<file path="src/logic/amc_pkg.sv">
// constants and carriers for the converter mode and oversample control
// assumes a single 250 MHz clock domain
package amc_pkg;
    // clock period and timing figures
    localparam int CLK_NS = 4;
    localparam int SETUP_US = 253;
    localparam int PART_MIN_NS = 50;
    localparam int PART_MAX_NS = 2000;
    localparam int FULL_MIN_NS = 3000;
    localparam int CONV_NS = 1250;
    localparam int SETUP_CYC = (SETUP_US * 1000) / CLK_NS;
    localparam int PART_MIN_CYC = (PART_MIN_NS + CLK_NS - 1) / CLK_NS;
    localparam int FULL_MIN_CYC = (FULL_MIN_NS + CLK_NS - 1) / CLK_NS;
    localparam int CONV_CYC = (CONV_NS + CLK_NS - 1) / CLK_NS;
    // oversample codes
    localparam logic [2:0] OS_SOFT = 3'h7;
    localparam logic [3:0] OSR_MAX_SW = 4'h8;
    // register addresses and frame fields
    localparam logic [6:0] ADDR_CFG = 7'h02;
    localparam logic [6:0] ADDR_RANGE_LO = 7'h03;
    localparam logic [6:0] ADDR_RANGE_HI = 7'h04;
    localparam logic [6:0] ADDR_COMP = 7'h05;
    localparam logic [6:0] ADDR_DISC = 7'h06;
    localparam logic [6:0] ADDR_DIAG = 7'h07;
    localparam int FRAME_BITS = 16;
    localparam int RW_BIT = 15;
    // field reset values and fixed hardware settings
    localparam logic [1:0] DOUT_ONE = 2'h0;
    localparam logic [1:0] DOUT_TWO = 2'h1;
    localparam logic [1:0] DOUT_FOUR = 2'h2;
    localparam logic [1:0] RANGE_10V = 2'h2;
    localparam logic [15:0] RANGE_RST = 16'hAAAA;
    localparam int FIFO_DEPTH = 8;
    localparam int WORD_W = 16;
    // active configuration handed to the analog core
    typedef struct packed {
        logic [3:0] osr_code;
        logic [1:0] dout_lines;
        logic [15:0] ranges;
        logic [7:0] comp_en;
        logic [7:0] disc_en;
        logic diag_en;
    } amc_cfg_type;
    // conversion results of all eight channels
    typedef logic [7:0][WORD_W-1:0] amc_codes_type;
endpackage

</file>
<file path="src/logic/amc_fifo.sv">
// flip-flop fifo with valid and ready on both sides
// assumes synchronous use on one clock with active low async reset
`timescale 1ns/1ns
`default_nettype none
module amc_fifo #(
    parameter int W = 16,
    parameter int D = 8
) (
    // clock and reset
    input wire logic clk,
    input wire logic nrst,
    input wire logic flush,
    // fill side
    input wire logic in_valid,
    output logic in_ready,
    input wire logic [W-1:0] in_data,
    // drain side
    output logic out_valid,
    input wire logic out_ready,
    output logic [W-1:0] out_data
);
    localparam int AW = $clog2(D);
    logic [W-1:0] mem_ff [D]; // storage words
    logic [AW-1:0] wr_ff; // write index
    logic [AW-1:0] rd_ff; // read index
    logic [AW:0] cnt_ff; // fill level
    logic push;
    logic pop;
    assign in_ready = (cnt_ff != (AW+1)'(D)) && !flush;
    assign out_valid = (cnt_ff != '0);
    assign out_data = mem_ff[rd_ff];
    assign push = in_valid && in_ready;
    assign pop = out_valid && out_ready && !flush;
    // storage write
    always_ff @(posedge clk) begin
        if (push) begin
            mem_ff[wr_ff] <= in_data;
        end
    end
    // indices and level
    always_ff @(posedge clk or negedge nrst) begin
        if (!nrst) begin
            wr_ff <= '0;
            rd_ff <= '0;
            cnt_ff <= '0;
        end else if (flush) begin
            wr_ff <= '0;
            rd_ff <= '0;
            cnt_ff <= '0;
        end else begin
            if (push) wr_ff <= (wr_ff == AW'(D - 1)) ? '0 : wr_ff + 1'b1;
            if (pop) rd_ff <= (rd_ff == AW'(D - 1)) ? '0 : rd_ff + 1'b1;
            cnt_ff <= cnt_ff + (AW+1)'(push) - (AW+1)'(pop);
        end
    end
endmodule
`default_nettype wire

</file>
<file path="src/logic/amc_ctrl.sv">
// mode selection, oversample decode, register access and conversion sequencing
// assumes pins are asynchronous to clk; analog core supplies channel codes
`timescale 1ns/1ns
`default_nettype none
module amc_ctrl
    import amc_pkg::*;
#(
    parameter int SETUP_CYCLES = amc_pkg::SETUP_CYC
) (
    // clock and reset
    input wire logic clk,
    input wire logic nrst,
    // mode pins
    input wire logic oversample_select_bit0,
    input wire logic oversample_select_bit1,
    input wire logic oversample_select_bit2,
    input wire logic interface_choice_input,
    input wire logic reset_pin,
    // register access pins
    input wire logic serial_config_input,
    input wire logic serial_clock,
    input wire logic chip_select_n,
    input wire logic write_strobe_n,
    input wire logic [15:0] parallel_bus_lines,
    // conversion
    input wire logic conversion_trigger,
    input wire amc_pkg::amc_codes_type adc_codes,
    // configuration and status
    output amc_pkg::amc_cfg_type active_cfg,
    output logic soft_mode,
    output logic serial_mode,
    output logic setup_done,
    output logic busy,
    output logic [7:0] read_data,
    output logic read_valid,
    // result stream
    output logic res_valid,
    input wire logic res_ready,
    output logic [15:0] res_data
);
    import amc_pkg::*;

    typedef enum logic [1:0] {
        ST_IDLE = 2'b00,
        ST_CONV = 2'b01,
        ST_PUSH = 2'b10
    } amc_state_type;

    // conversions per trigger for an oversample code
    function automatic logic [8:0] osr_count(input logic [3:0] code);
        osr_count = 9'h001 << code;
    endfunction

    logic [25:0] s1_ff; // first synchroniser stage
    logic [25:0] s2_ff; // second synchroniser stage
    logic [9:0] d_ff; // previous synchronised value
    logic [2:0] os_pins;
    logic rst_in;
    logic trig_rise;
    logic sclk_rise;
    logic wr_rise;
    logic rst_fall;
    logic part_rst;
    logic full_rst;
    logic [9:0] rw_cnt_ff; // reset pin high width
    logic [2:0] init_ff; // shifts out while the pins sync
    logic [2:0] os_lat_ff; // latched select pins
    logic [16:0] setup_cnt_ff; // setup wait remaining
    logic [15:0] shift_ff; // serial frame shifter
    logic [4:0] bit_cnt_ff; // serial bits received
    logic wr_en;
    logic [15:0] wr_word;
    logic [3:0] osr_reg_ff; // software ratio code
    logic [1:0] dout_reg_ff; // software output lines
    logic [15:0] range_ff; // per channel ranges
    logic [7:0] comp_ff; // compensation enables
    logic [7:0] disc_ff; // disconnect enables
    logic diag_ff; // diagnostics enable
    logic [7:0] rd_mux;
    amc_state_type st_ff;
    logic [8:0] left_ff; // conversions remaining
    logic [8:0] cyc_ff; // cycles in conversion
    logic [2:0] ch_ff; // channel being pushed
    amc_codes_type codes_ff; // captured results
    logic fifo_ready;

    // two flop synchronisers on every pin
    always_ff @(posedge clk or negedge nrst) begin
        if (!nrst) begin
            s1_ff <= 26'h00000C0;  // strobe and select rest high
            s2_ff <= 26'h00000C0;
            d_ff <= 10'h0C0;
        end else begin
            s1_ff <= {parallel_bus_lines, reset_pin, conversion_trigger, write_strobe_n,
                      chip_select_n, serial_clock, serial_config_input, interface_choice_input,
                      oversample_select_bit2, oversample_select_bit1, oversample_select_bit0};
            s2_ff <= s1_ff;
            d_ff <= s2_ff[9:0];
        end
    end

    assign os_pins = s2_ff[2:0];
    assign rst_in = s2_ff[9];
    assign trig_rise = s2_ff[8] && !d_ff[8];
    assign wr_rise = s2_ff[7] && !d_ff[7];
    assign sclk_rise = s2_ff[5] && !d_ff[5];
    assign rst_fall = !rst_in && d_ff[9];
    // width decides the kind of reset; between the windows it acts partial
    assign full_rst = rst_fall && (rw_cnt_ff >= 10'(FULL_MIN_CYC));
    assign part_rst = rst_fall && !full_rst
                      && (rw_cnt_ff >= 10'(PART_MIN_CYC));

    // reset pin width counter, saturating
    always_ff @(posedge clk or negedge nrst) begin
        if (!nrst) begin
            rw_cnt_ff <= 10'h000;
        end else if (!rst_in) begin
            rw_cnt_ff <= 10'h000;
        end else if (rw_cnt_ff != 10'(FULL_MIN_CYC)) begin
            rw_cnt_ff <= rw_cnt_ff + 10'h001;
        end
    end

    // select pins caught after power-up and at each reset release
    always_ff @(posedge clk or negedge nrst) begin
        if (!nrst) begin
            init_ff <= 3'h7;
            os_lat_ff <= 3'h0;
        end else begin
            init_ff <= {init_ff[1:0], 1'b0};
            if (init_ff[2] || full_rst || part_rst) begin
                os_lat_ff <= os_pins;
            end
        end
    end

    assign soft_mode = (os_lat_ff == OS_SOFT);
    assign serial_mode = s2_ff[3];
    assign setup_done = (setup_cnt_ff == 17'h00000);

    // setup wait after power-up, full and partial reset
    always_ff @(posedge clk or negedge nrst) begin
        if (!nrst) begin
            setup_cnt_ff <= 17'h1FFFF;
        end else if (init_ff[2] || full_rst) begin
            setup_cnt_ff <= 17'(SETUP_CYCLES);
        end else if (part_rst) begin
            setup_cnt_ff <= 17'(PART_MIN_CYC);
        end else if (!setup_done) begin
            setup_cnt_ff <= setup_cnt_ff - 17'h00001;
        end
    end

    // serial frame receiver, active only in software serial mode
    always_ff @(posedge clk or negedge nrst) begin
        if (!nrst) begin
            shift_ff <= 16'h0000;
            bit_cnt_ff <= 5'h00;
        end else if (s2_ff[6] || !soft_mode || !serial_mode) begin
            bit_cnt_ff <= 5'h00;  // frame aborted by deselect
        end else if (sclk_rise) begin
            shift_ff <= {shift_ff[14:0], s2_ff[4]};
            bit_cnt_ff <= (bit_cnt_ff == 5'(FRAME_BITS)) ? 5'h01 : bit_cnt_ff + 5'h01;
        end
    end

    // write source: serial frame or parallel strobe
    always_comb begin
        wr_en = 1'b0;
        wr_word = s2_ff[25:10];
        if (soft_mode && serial_mode) begin
            wr_word = shift_ff;
            // taken once, at the clock fall ending bit sixteen
            wr_en = (bit_cnt_ff == 5'(FRAME_BITS)) && !s2_ff[5]
                    && d_ff[5] && !shift_ff[RW_BIT];
        end else if (soft_mode && !serial_mode) begin
            // a strobe moving with the trigger is a tied pin, not a write
            wr_en = wr_rise && !s2_ff[6] && !trig_rise;
        end
    end

    // configuration registers, software mode only
    always_ff @(posedge clk or negedge nrst) begin
        if (!nrst) begin
            osr_reg_ff <= 4'h0;
            dout_reg_ff <= DOUT_ONE;
            range_ff <= RANGE_RST;
            comp_ff <= 8'h00;
            disc_ff <= 8'h00;
            diag_ff <= 1'b0;
        end else if (init_ff[2] || full_rst) begin
            osr_reg_ff <= 4'h0;
            dout_reg_ff <= DOUT_ONE;
            range_ff <= RANGE_RST;
            comp_ff <= 8'h00;
            disc_ff <= 8'h00;
            diag_ff <= 1'b0;
        end else if (wr_en) begin
            unique case (wr_word[14:8])
                ADDR_CFG: begin
                    // ratios above 256 clamp to 256
                    osr_reg_ff <= (wr_word[3:0] > OSR_MAX_SW) ? OSR_MAX_SW
                                  : wr_word[3:0];
                    dout_reg_ff <= (wr_word[5:4] == 2'h3) ? DOUT_FOUR
                                   : wr_word[5:4];
                end
                ADDR_RANGE_LO: range_ff[7:0] <= wr_word[7:0];
                ADDR_RANGE_HI: range_ff[15:8] <= wr_word[7:0];
                ADDR_COMP: comp_ff <= wr_word[7:0];
                ADDR_DISC: disc_ff <= wr_word[7:0];
                ADDR_DIAG: diag_ff <= wr_word[0];
                default: begin
                    // unmapped address, write dropped
                end
            endcase
        end
    end

    // read value for a serial read frame
    always_comb begin
        unique case (shift_ff[14:8])
            ADDR_CFG: rd_mux = {2'h0, dout_reg_ff, osr_reg_ff};
            ADDR_RANGE_LO: rd_mux = range_ff[7:0];
            ADDR_RANGE_HI: rd_mux = range_ff[15:8];
            ADDR_COMP: rd_mux = comp_ff;
            ADDR_DISC: rd_mux = disc_ff;
            ADDR_DIAG: rd_mux = {7'h00, diag_ff};
            default: rd_mux = 8'h00;
        endcase
    end

    // read answer, one pulse per completed read frame
    always_ff @(posedge clk or negedge nrst) begin
        if (!nrst) begin
            read_data <= 8'h00;
            read_valid <= 1'b0;
        end else begin
            read_valid <= 1'b0;
            if (soft_mode && serial_mode && bit_cnt_ff == 5'(FRAME_BITS)
                && !s2_ff[5] && d_ff[5] && shift_ff[RW_BIT]) begin
                read_data <= rd_mux;
                read_valid <= 1'b1;
            end
        end
    end

    // active configuration: hardware mode hides software features
    always_comb begin
        if (soft_mode) begin
            active_cfg.osr_code = osr_reg_ff;
            active_cfg.dout_lines = dout_reg_ff;
            active_cfg.ranges = range_ff;
            active_cfg.comp_en = comp_ff;
            active_cfg.disc_en = disc_ff;
            active_cfg.diag_en = diag_ff;
        end else begin
            active_cfg.osr_code = {1'b0, os_lat_ff};
            active_cfg.dout_lines = DOUT_TWO;
            active_cfg.ranges = RANGE_RST;
            active_cfg.comp_en = 8'h00;
            active_cfg.disc_en = 8'h00;
            active_cfg.diag_en = 1'b0;
        end
    end

    assign busy = (st_ff != ST_IDLE);

    // conversion sequencer: trigger, oversampled conversions, push
    always_ff @(posedge clk or negedge nrst) begin
        if (!nrst) begin
            st_ff <= ST_IDLE;
            left_ff <= 9'h000;
            cyc_ff <= 9'h000;
            ch_ff <= 3'h0;
            codes_ff <= '0;
        end else if (full_rst || part_rst) begin
            st_ff <= ST_IDLE;
            ch_ff <= 3'h0;
        end else begin
            unique case (st_ff)
                ST_IDLE: begin
                    // triggers before setup or while busy are ignored
                    if (trig_rise && setup_done) begin
                        st_ff <= ST_CONV;
                        left_ff <= osr_count(active_cfg.osr_code);
                        cyc_ff <= 9'h000;
                    end
                end
                ST_CONV: begin
                    // one conversion every 1.25 us gives 800 kSPS
                    if (cyc_ff == 9'(CONV_CYC - 1)) begin
                        cyc_ff <= 9'h000;
                        left_ff <= left_ff - 9'h001;
                        if (left_ff == 9'h001) begin
                            codes_ff <= adc_codes;
                            ch_ff <= 3'h0;
                            st_ff <= ST_PUSH;
                        end
                    end else begin
                        cyc_ff <= cyc_ff + 9'h001;
                    end
                end
                ST_PUSH: begin
                    // fifo back-pressure stalls the push
                    if (fifo_ready) begin
                        ch_ff <= ch_ff + 3'h1;
                        if (ch_ff == 3'h7) st_ff <= ST_IDLE;
                    end
                end
                default: st_ff <= ST_IDLE;
            endcase
        end
    end

    // result buffer between sequencer and data interface
    amc_fifo #(
        .W(WORD_W),
        .D(FIFO_DEPTH)
    ) i_amc_fifo (
        .clk(clk),
        .nrst(nrst),
        .flush(full_rst || part_rst),
        .in_valid(st_ff == ST_PUSH),
        .in_ready(fifo_ready),
        .in_data(codes_ff[ch_ff]),
        .out_valid(res_valid),
        .out_ready(res_ready),
        .out_data(res_data)
    );
endmodule
`default_nettype wire

</file>
<file path="config.mk">
export PLATFORM = sky130hd
export DESIGN_NAME = amc_ctrl
export DESIGN_NICKNAME = d
export VERILOG_FILES = /design/src/logic/amc_pkg.sv /design/src/logic/amc_fifo.sv /design/src/logic/amc_ctrl.sv
export SDC_FILE = /design/constraint.sdc
export NUM_CORES = 1
export LEC_CHECK = 0
export ABC_AREA = 1
export BUFFER_PORTS_ARGS = -buffer_cell sky130_fd_sc_hd__buf_2
export CAP_MARGIN = 15
export CORE_MARGIN = 3
export CORE_UTILIZATION = 30
export DETAILED_ROUTE_END_ITERATION = 6
export SYNTH_ARGS = -nofsm -noshare
export SYNTH_HDL_FRONTEND = slang
export SYNTH_SLANG_ARGS = --single-unit
</file>
<file path="constraint.sdc">
create_clock -name clk -period 4.5 [get_ports clk]
set_input_delay 0.675 -clock clk [delete_from_list [all_inputs] [get_ports clk]]
set_output_delay 0.675 -clock clk [all_outputs]
set_load 0.02 [all_outputs]
</file>
==> results.md, run 1 <==
- # hold bufs at CTS: 0
- Post-Syn Area: 20360 sq um
- DIE AREA: 71030 sq um
- Starting density of the core: 0.3064
- Area delta synth->final: 18.04%
- Arr. time, crit path: 2820 ps
- Slew Viols, Final: 0
- Logic pwr share: 0.241
- Final hold vios: 0
- Die Ht: 266.5 microns
- Number of global-route vias before repair: 15070
- Clock-pin slew on the worst setup and hold paths: 60 ps
- Max-cap violations: 0
- Synth Net Count: 2477
- # rows: 94
- Pwr/cell area: 485.1 nW/um^2
- Share of layout cells above drive strength 1: 0.1681
- Io pins: 226
- Outcome: finished, final reports clean
- Worst setup EP type: output pin
- Post-Synthesis Cells: 2292
- Critical path class: reg2out
- Multi-input gate area: 7447 sq um
- Psw: 0.003899 W
- Average wire per standard cell: 16.19 microns
- Post-CTS Setup Inserts: 0
- Sequential Area: 11820 sq um
- Design area: 24030 sq um
- Yosys warnings: 0
- Yosys cell types: 48
- # resized after CTS: 0
- Clk network pwr share: 0.356
- Post-synthesis sequential area ratio: 0.5804
- EDFF count, synth: 128
- Total GRT Usage: 0.1528
- Most frequent cells in the layout: 565 x nand2_1, 358 x nor2_1, 282 x dfrtp_1
- Final antenna-violating net count: 0
- Most common cell after layout, fill and taps aside: nand2_1
- Unrepaired setup endpoints after global routing: no
- Largest buffer count on any clock path: 3
- Max Clock Freq: 286.0 MHz
- Fill cells: 6776
- First drt pass iteration count: 4
- First-pass GRT wire length: 85530 microns
- Clock Latency Late Sink: 600 ps
- Final period util: 0.7771
- Largest net degree at the start of global routing: 129
- CTS tree: yes
- PortBufs: 224
- Mux cell area share after synthesis: 0
- Via count: 15930
- Post-synthesis xor/xnor area fraction: 0.009033
- Iter 0 DRT Violations: 982
- CTS H-Tree Depth: 2
- Hpwl dp: 36590 microns
- Area share of fa/ha/maj cells after synthesis: 0.01758
- Clock sink count: 445
- Simple-Gate Fraction of Synth Area: 0.2524
- Clk_skew: 26.28 ps
- Synth Register Bits: 445
- Seq pwr share: 0.403
- Leak: 10.53 nW
- Startpoint Class: flop
- Antenna violations before repair: 3
- Root Buffer: clkbuf_16
- Vias per Instance: 4.693
- CTS Buf Count: 49
- Die width: 266.5 microns
- Final net count: 2674
- Core Area: 66450 sq um
- Avg Cell Area, Syn: 8.883 sq um
- Slew margin rel.: 0.2662
- GP Congestion: 0.8689
- Int Pwr: 0.007761 W
- Placed instance area: 22340 sq um
- Compound-cell area share of the yosys netlist: 0.08554
- Min-Delay Path Class: in2async
- Sw Share: 0.3344
- Crit-path max FO: 35
- CP Data Required Time: 3830 ps
- Post-synth ARST share: 0.7124
- Worst Tran Pin Value: 1099 ps
- Min Clock Period, post-route: 3497 ps
- Maximum vdd drop: 0.2773 mV
- DRC: 0
- Setup TNS: 0 ps
- Overflow after GRT: 0
- # setup viols final: 0
- Drt total wl: 54960 microns
- Synth Flop Type: dfrtp_1
- Main combinational cell family by area after synthesis: simple AND/OR/NAND/NOR gates
-- Yosys cell counts, types with 14 or more instances --
| cell | number | share of area |
|---|---|---|
| o21ai_1 | 14 | 0.0034 |
| a21oi_1 | 21 | 0.0052 |
| nand3_1 | 213 | 0.052 |
| ha_1 | 27 | 0.017 |
| xor2_1 | 15 | 0.0065 |
| a31oi_1 | 34 | 0.010 |
| nand2_1 | 567 | 0.10 |
| edfxtp_1 | 128 | 0.19 |
| inv_1 | 151 | 0.028 |
| dfrtp_1 | 284 | 0.35 |
| o22ai_1 | 35 | 0.011 |
| buf_2 | 46 | 0.011 |
| clkbuf_1 | 51 | 0.0094 |
| o21ai_0 | 199 | 0.049 |
| dfstp_2 | 33 | 0.043 |
| nor2_1 | 358 | 0.066 |
-- power groups by stage --
stage	clock network, W	logic (W)	registers [W]
after floorplan	0	0.00190	0.00469
after global placement	0	0.00282	0.00477
after detailed placement	0	0.00285	0.00478
after CTS	0.00426	0.00286	0.00470
after global routing	0.00442	0.00316	0.00473
final	0.00415	0.00281	0.00470
-- worst paths after layout --
path / cells after the start / slack [ps] / startpoint / endpoint
max: 6 / 1000 / i_amc_fifo.rd_ff[0] / res_data[5]
min: 1 / 80 / nrst / s1_ff[14]
max reg2reg: 11 / 1650 / rw_cnt_ff[1] / codes_ff[62]
min reg2reg: 0 / 330 / s1_ff[3] / s2_ff[3]
max in group asynchronous: 2 / 3380 / nrst / read_valid
min in group clk: 1 / 190 / parallel_bus_lines[2] / s1_ff[12]
-- cell type report --
| class | count | share of cell area |
|---|---|---|
| flip-flops and latches | 445 | 0.4918 |
| multi-input cells | 1583 | 0.3099 |
| repair buffers | 255 | 0.05831 |
| clock buffers | 64 | 0.05711 |
| well taps | 864 | 0.04498 |
| inverters | 155 | 0.02452 |
| clock inverters | 27 | 0.01322 |
| diodes | 2 | 0.0002082 |
-- kinds of logic after synthesis --
logic type	after synthesis
AOI/OAI and AO/OA	321
xor gates and xnor gates	21
adders and majority gates	28
buffers and inverters	264
DFF	445
other	1
and+or+nand+nor	1212
-- sequential cells by signal (all words and copies together) (netlist names), 8 cells and up --
signal,cells
s1_ff,25
shift_ff,16
codes_ff,128
range_ff,16
comp_ff,8
read_data,8
i_amc_fifo.mem_ff,128
s2_ff,25
cyc_ff,9
setup_cnt_ff,17
rw_cnt_ff,10
left_ff,9
disc_ff,8
-- layer usage --
metal | track usage | vias up | wire length, microns
li1 | - | 7930 | -
met1 | 0.2153 | 7612 | 26000
met2 | 0.2420 | 313 | 25250
met3 | 0.02775 | 75 | 2412
met4 | 0.04223 | 2 | 1278
met5 | 0 | - | 13
-- stage by stage --
step                      setup WS (ps)  std cells  total power, W    util  hold WS (ps)
final                              1003       3395         0.01166  0.3617         80.40
after floorplan                    1945       2292        0.006592       -         331.2
after global routing              773.5       3394         0.01231  0.3616         118.9
after detailed placement           1591       3302        0.007624  0.3362         334.7
after global placement             1600       3302        0.007594  0.3362         332.4
after CTS                         925.4       3393         0.01182  0.3616         84.91
-- worst max-delay path, stage by stage (launching register included) --
cell	delay, ps
dfrtp_2	780
buf_4	460
o21ai_0	150
o22ai_1	180
nor2_1	60
a31oi_1	330
buf_2	250
(Power assumes the default switching activity.)
==> run 2, diff against run 1 <==
clock period = 3.03 ns   (was 4.5 ns; I/O delays follow)
==> results.md, run 2 (same netlist as run 1, synthesis figures left out) <==
- Outcome: finished, final reports clean
- Final hold vios: 0
- Arr. time, crit path: 2420 ps
- Sequential Area: 11820 sq um
- R2R cell count: 14
- First-pass GRT wire length: 88650 microns
- Crit-path max cell delay: 450 ps
- Worst Tran Pin Value: 851.2 ps
- Final antenna-violating net count: 0
- Crit-path max FO: 47
- Max Clock Freq: 347.9 MHz
- Design area: 24460 sq um
- Clock-pin slew on the worst setup and hold paths: 60 ps
- Clock sink count: 445
- Crit-path cells: buf_4 -> o21ai_0 -> o22ai_1 -> nor2_1 -> a31oi_1 -> buf_2
- Share of layout cells above drive strength 1: 0.1711
- DIE AREA: 71030 sq um
- Antenna violations before repair: 2
- Critical path buffer and inverter count: 2
- Most frequent cells in the layout: 564 x nand2_1, 358 x nor2_1, 282 x dfrtp_1
- Largest buffer count on any clock path: 3
- Overflow after GRT: 0
- Die Ht: 266.5 microns
- CP Data Required Time: 2580 ps
- Root Buffer: clkbuf_16
- Total GRT Usage: 0.1568
- Min-Delay Path Class: in2reg
- Hpwl dp: 37080 microns
- Iter 0 DRT Violations: 1192
- Vias per Instance: 4.688
- R2R Path End: i_amc_fifo.cnt_ff[2]
- Min Clock Period, post-route: 2874 ps
- Slew Viols, Final: 0
- Leak: 10.75 nW
- Average wire per standard cell: 16.20 microns
- Most Used Layer, Global Route: met2
- Hold Startpoint: adc_codes[67]
- Fill cells: 6722
- Die width: 266.5 microns
- Via count: 16140
- CP max stage cell: buf_4
- Max-cap violations: 0
- WHS Endpoint: codes_ff[67]
- Number of global-route vias before repair: 15800
- Starting density of the core: 0.3064
- Clk_skew: 32.66 ps
- GP Congestion: 0.8521
- Worst Hold Depth: 3
- First drt pass iteration count: 5
- # rows: 94
- CTS tree: yes
- CTS H-Tree Depth: 2
- Unrepaired setup endpoints after global routing: no
- Largest registers: codes_ff: 128 flops, i_amc_fifo.mem_ff: 128 flops
- Io pins: 226
- M1 GR Usage: 0.2202
- # setup viols final: 0
- PortBufs: 224
- Drt total wl: 55760 microns
- FF-to-FF Start: rw_cnt_ff[0]
- Most common cell after layout, fill and taps aside: nand2_1
- Setup TNS: 0 ps
- Met2 Resource Use GR: 0.2491
- Maximum vdd drop: 0.4067 mV
- Area delta synth->final: 20.12%
- Core Area: 66450 sq um
- Startpoint Class: flop
- CTS Buf Count: 48
- Clock Latency Late Sink: 600 ps
- Critical path class: reg2out
- Placed instance area: 22560 sq um
- Slew margin rel.: 0.4319
- Reg-to-reg setup timing slack: 530 ps
- CP delay by family, top: buffers and inverters
- Largest net degree at the start of global routing: 130
- Multi-input gate area: 7450 sq um
- Final net count: 2723
- Grt met3 use: 0.02397
- Pwr/cell area: 710.9 nW/um^2
- DRC: 0
- Final period util: 0.9486
- Worst setup EP type: output pin
==> run 2: changes by cell type in the layout (fill, tap and decap cells not counted), moves of 3 or more <==
| cell | change |
|---|---|
| clkbuf_8 | -6 |
| clkinvlp_4 | -4 |
| dlygate4sd3_1 | +26 |
| buf_4 | +21 |
| buf_12 | +3 |
| clkbuf_1 | +7 |
==> run 2: how the worst max path moves through the flow <==
| stage | to | slack [ps] | startpoint | cells past startpoint |
|---|---|---|---|---|
| finish | res_data[5] | 160 | i_amc_fifo.rd_ff[0] | 6 |
| global route | setup_done | 5 | setup_cnt_ff[0] | 9 |
| CTS | setup_done | 90 | setup_cnt_ff[0] | 9 |
| detailed placement | i_amc_fifo.cnt_ff[2] | 470 | rw_cnt_ff[0] | 14 |
| global placement | i_amc_fifo.cnt_ff[2] | 530 | rw_cnt_ff[0] | 14 |
| floorplan | i_amc_fifo.mem_ff[0][0] | 470 | rw_cnt_ff[1] | 12 |
==> run 2: tightest hold or removal path, stage by stage <==
cell and delay [ps]:
buf_2 70, nand3_1 60, nand2_1 60
==> run 2: final cells by class <==
class / instances / share of cell area
Inverter: 155 / 0.02410
Sequential cell: 445 / 0.4833
Clock buffer: 64 / 0.05280
Tap cell: 864 / 0.04420
Antenna cell: 1 / 0.0001023
Timing Repair Buffer: 305 / 0.07684
Clock inverter: 25 / 0.01407
Multi-Input combinational cell: 1583 / 0.3046
==> run 2: stage by stage <==
step | std cells | worst slack [ps] | hold slack (ps) | power [W] | util
2_1_floorplan | 2292 | 474.7 | 158.9 | 0.009790 | -
3_3_place_gp | 3326 | 525.9 | 332.1 | 0.01140 | 0.3394
3_5_place_dp | 3326 | 467.7 | 334.7 | 0.01143 | 0.3394
4_1_cts | 3441 | 94.75 | 39.96 | 0.01761 | 0.3680
5_1_grt | 3442 | 4.796 | 62.92 | 0.01843 | 0.3680
6_report | 3442 | 155.7 | 79.88 | 0.01739 | 0.3680
==> run 2: what timing repair did <==
| item | in CTS | in global routing |
|---|---|---|
| gates resized for setup | 0 | 1 |
| setup endpoints to repair | 0 | 1 |
| setup buffers | 0 | 0 |
| endpoints found under the hold margin | 103 | 0 |
| hold buffers | 26 | 0 |
==> run 2: power by group <==
| part | leakage [nW] | switching (W) | internal, W | total, W |
|---|---|---|---|---|
| clock network | 0.796 | 0.00252 | 0.00355 | 0.00607 |
| registers | 4.55 | 0.000215 | 0.00670 | 0.00691 |
| logic | 5.41 | 0.00303 | 0.00137 | 0.00440 |
| total | 10.7 | 0.00576 | 0.0116 | 0.0174 |
==> run 2: layer usage <==
metal | up-vias | wire length (microns)
met1 | 7661 | 25940
met5 | - | 0
met3 | 89 | 2521
met4 | 0 | 1608
li1 | 8014 | -
met2 | 371 | 25690
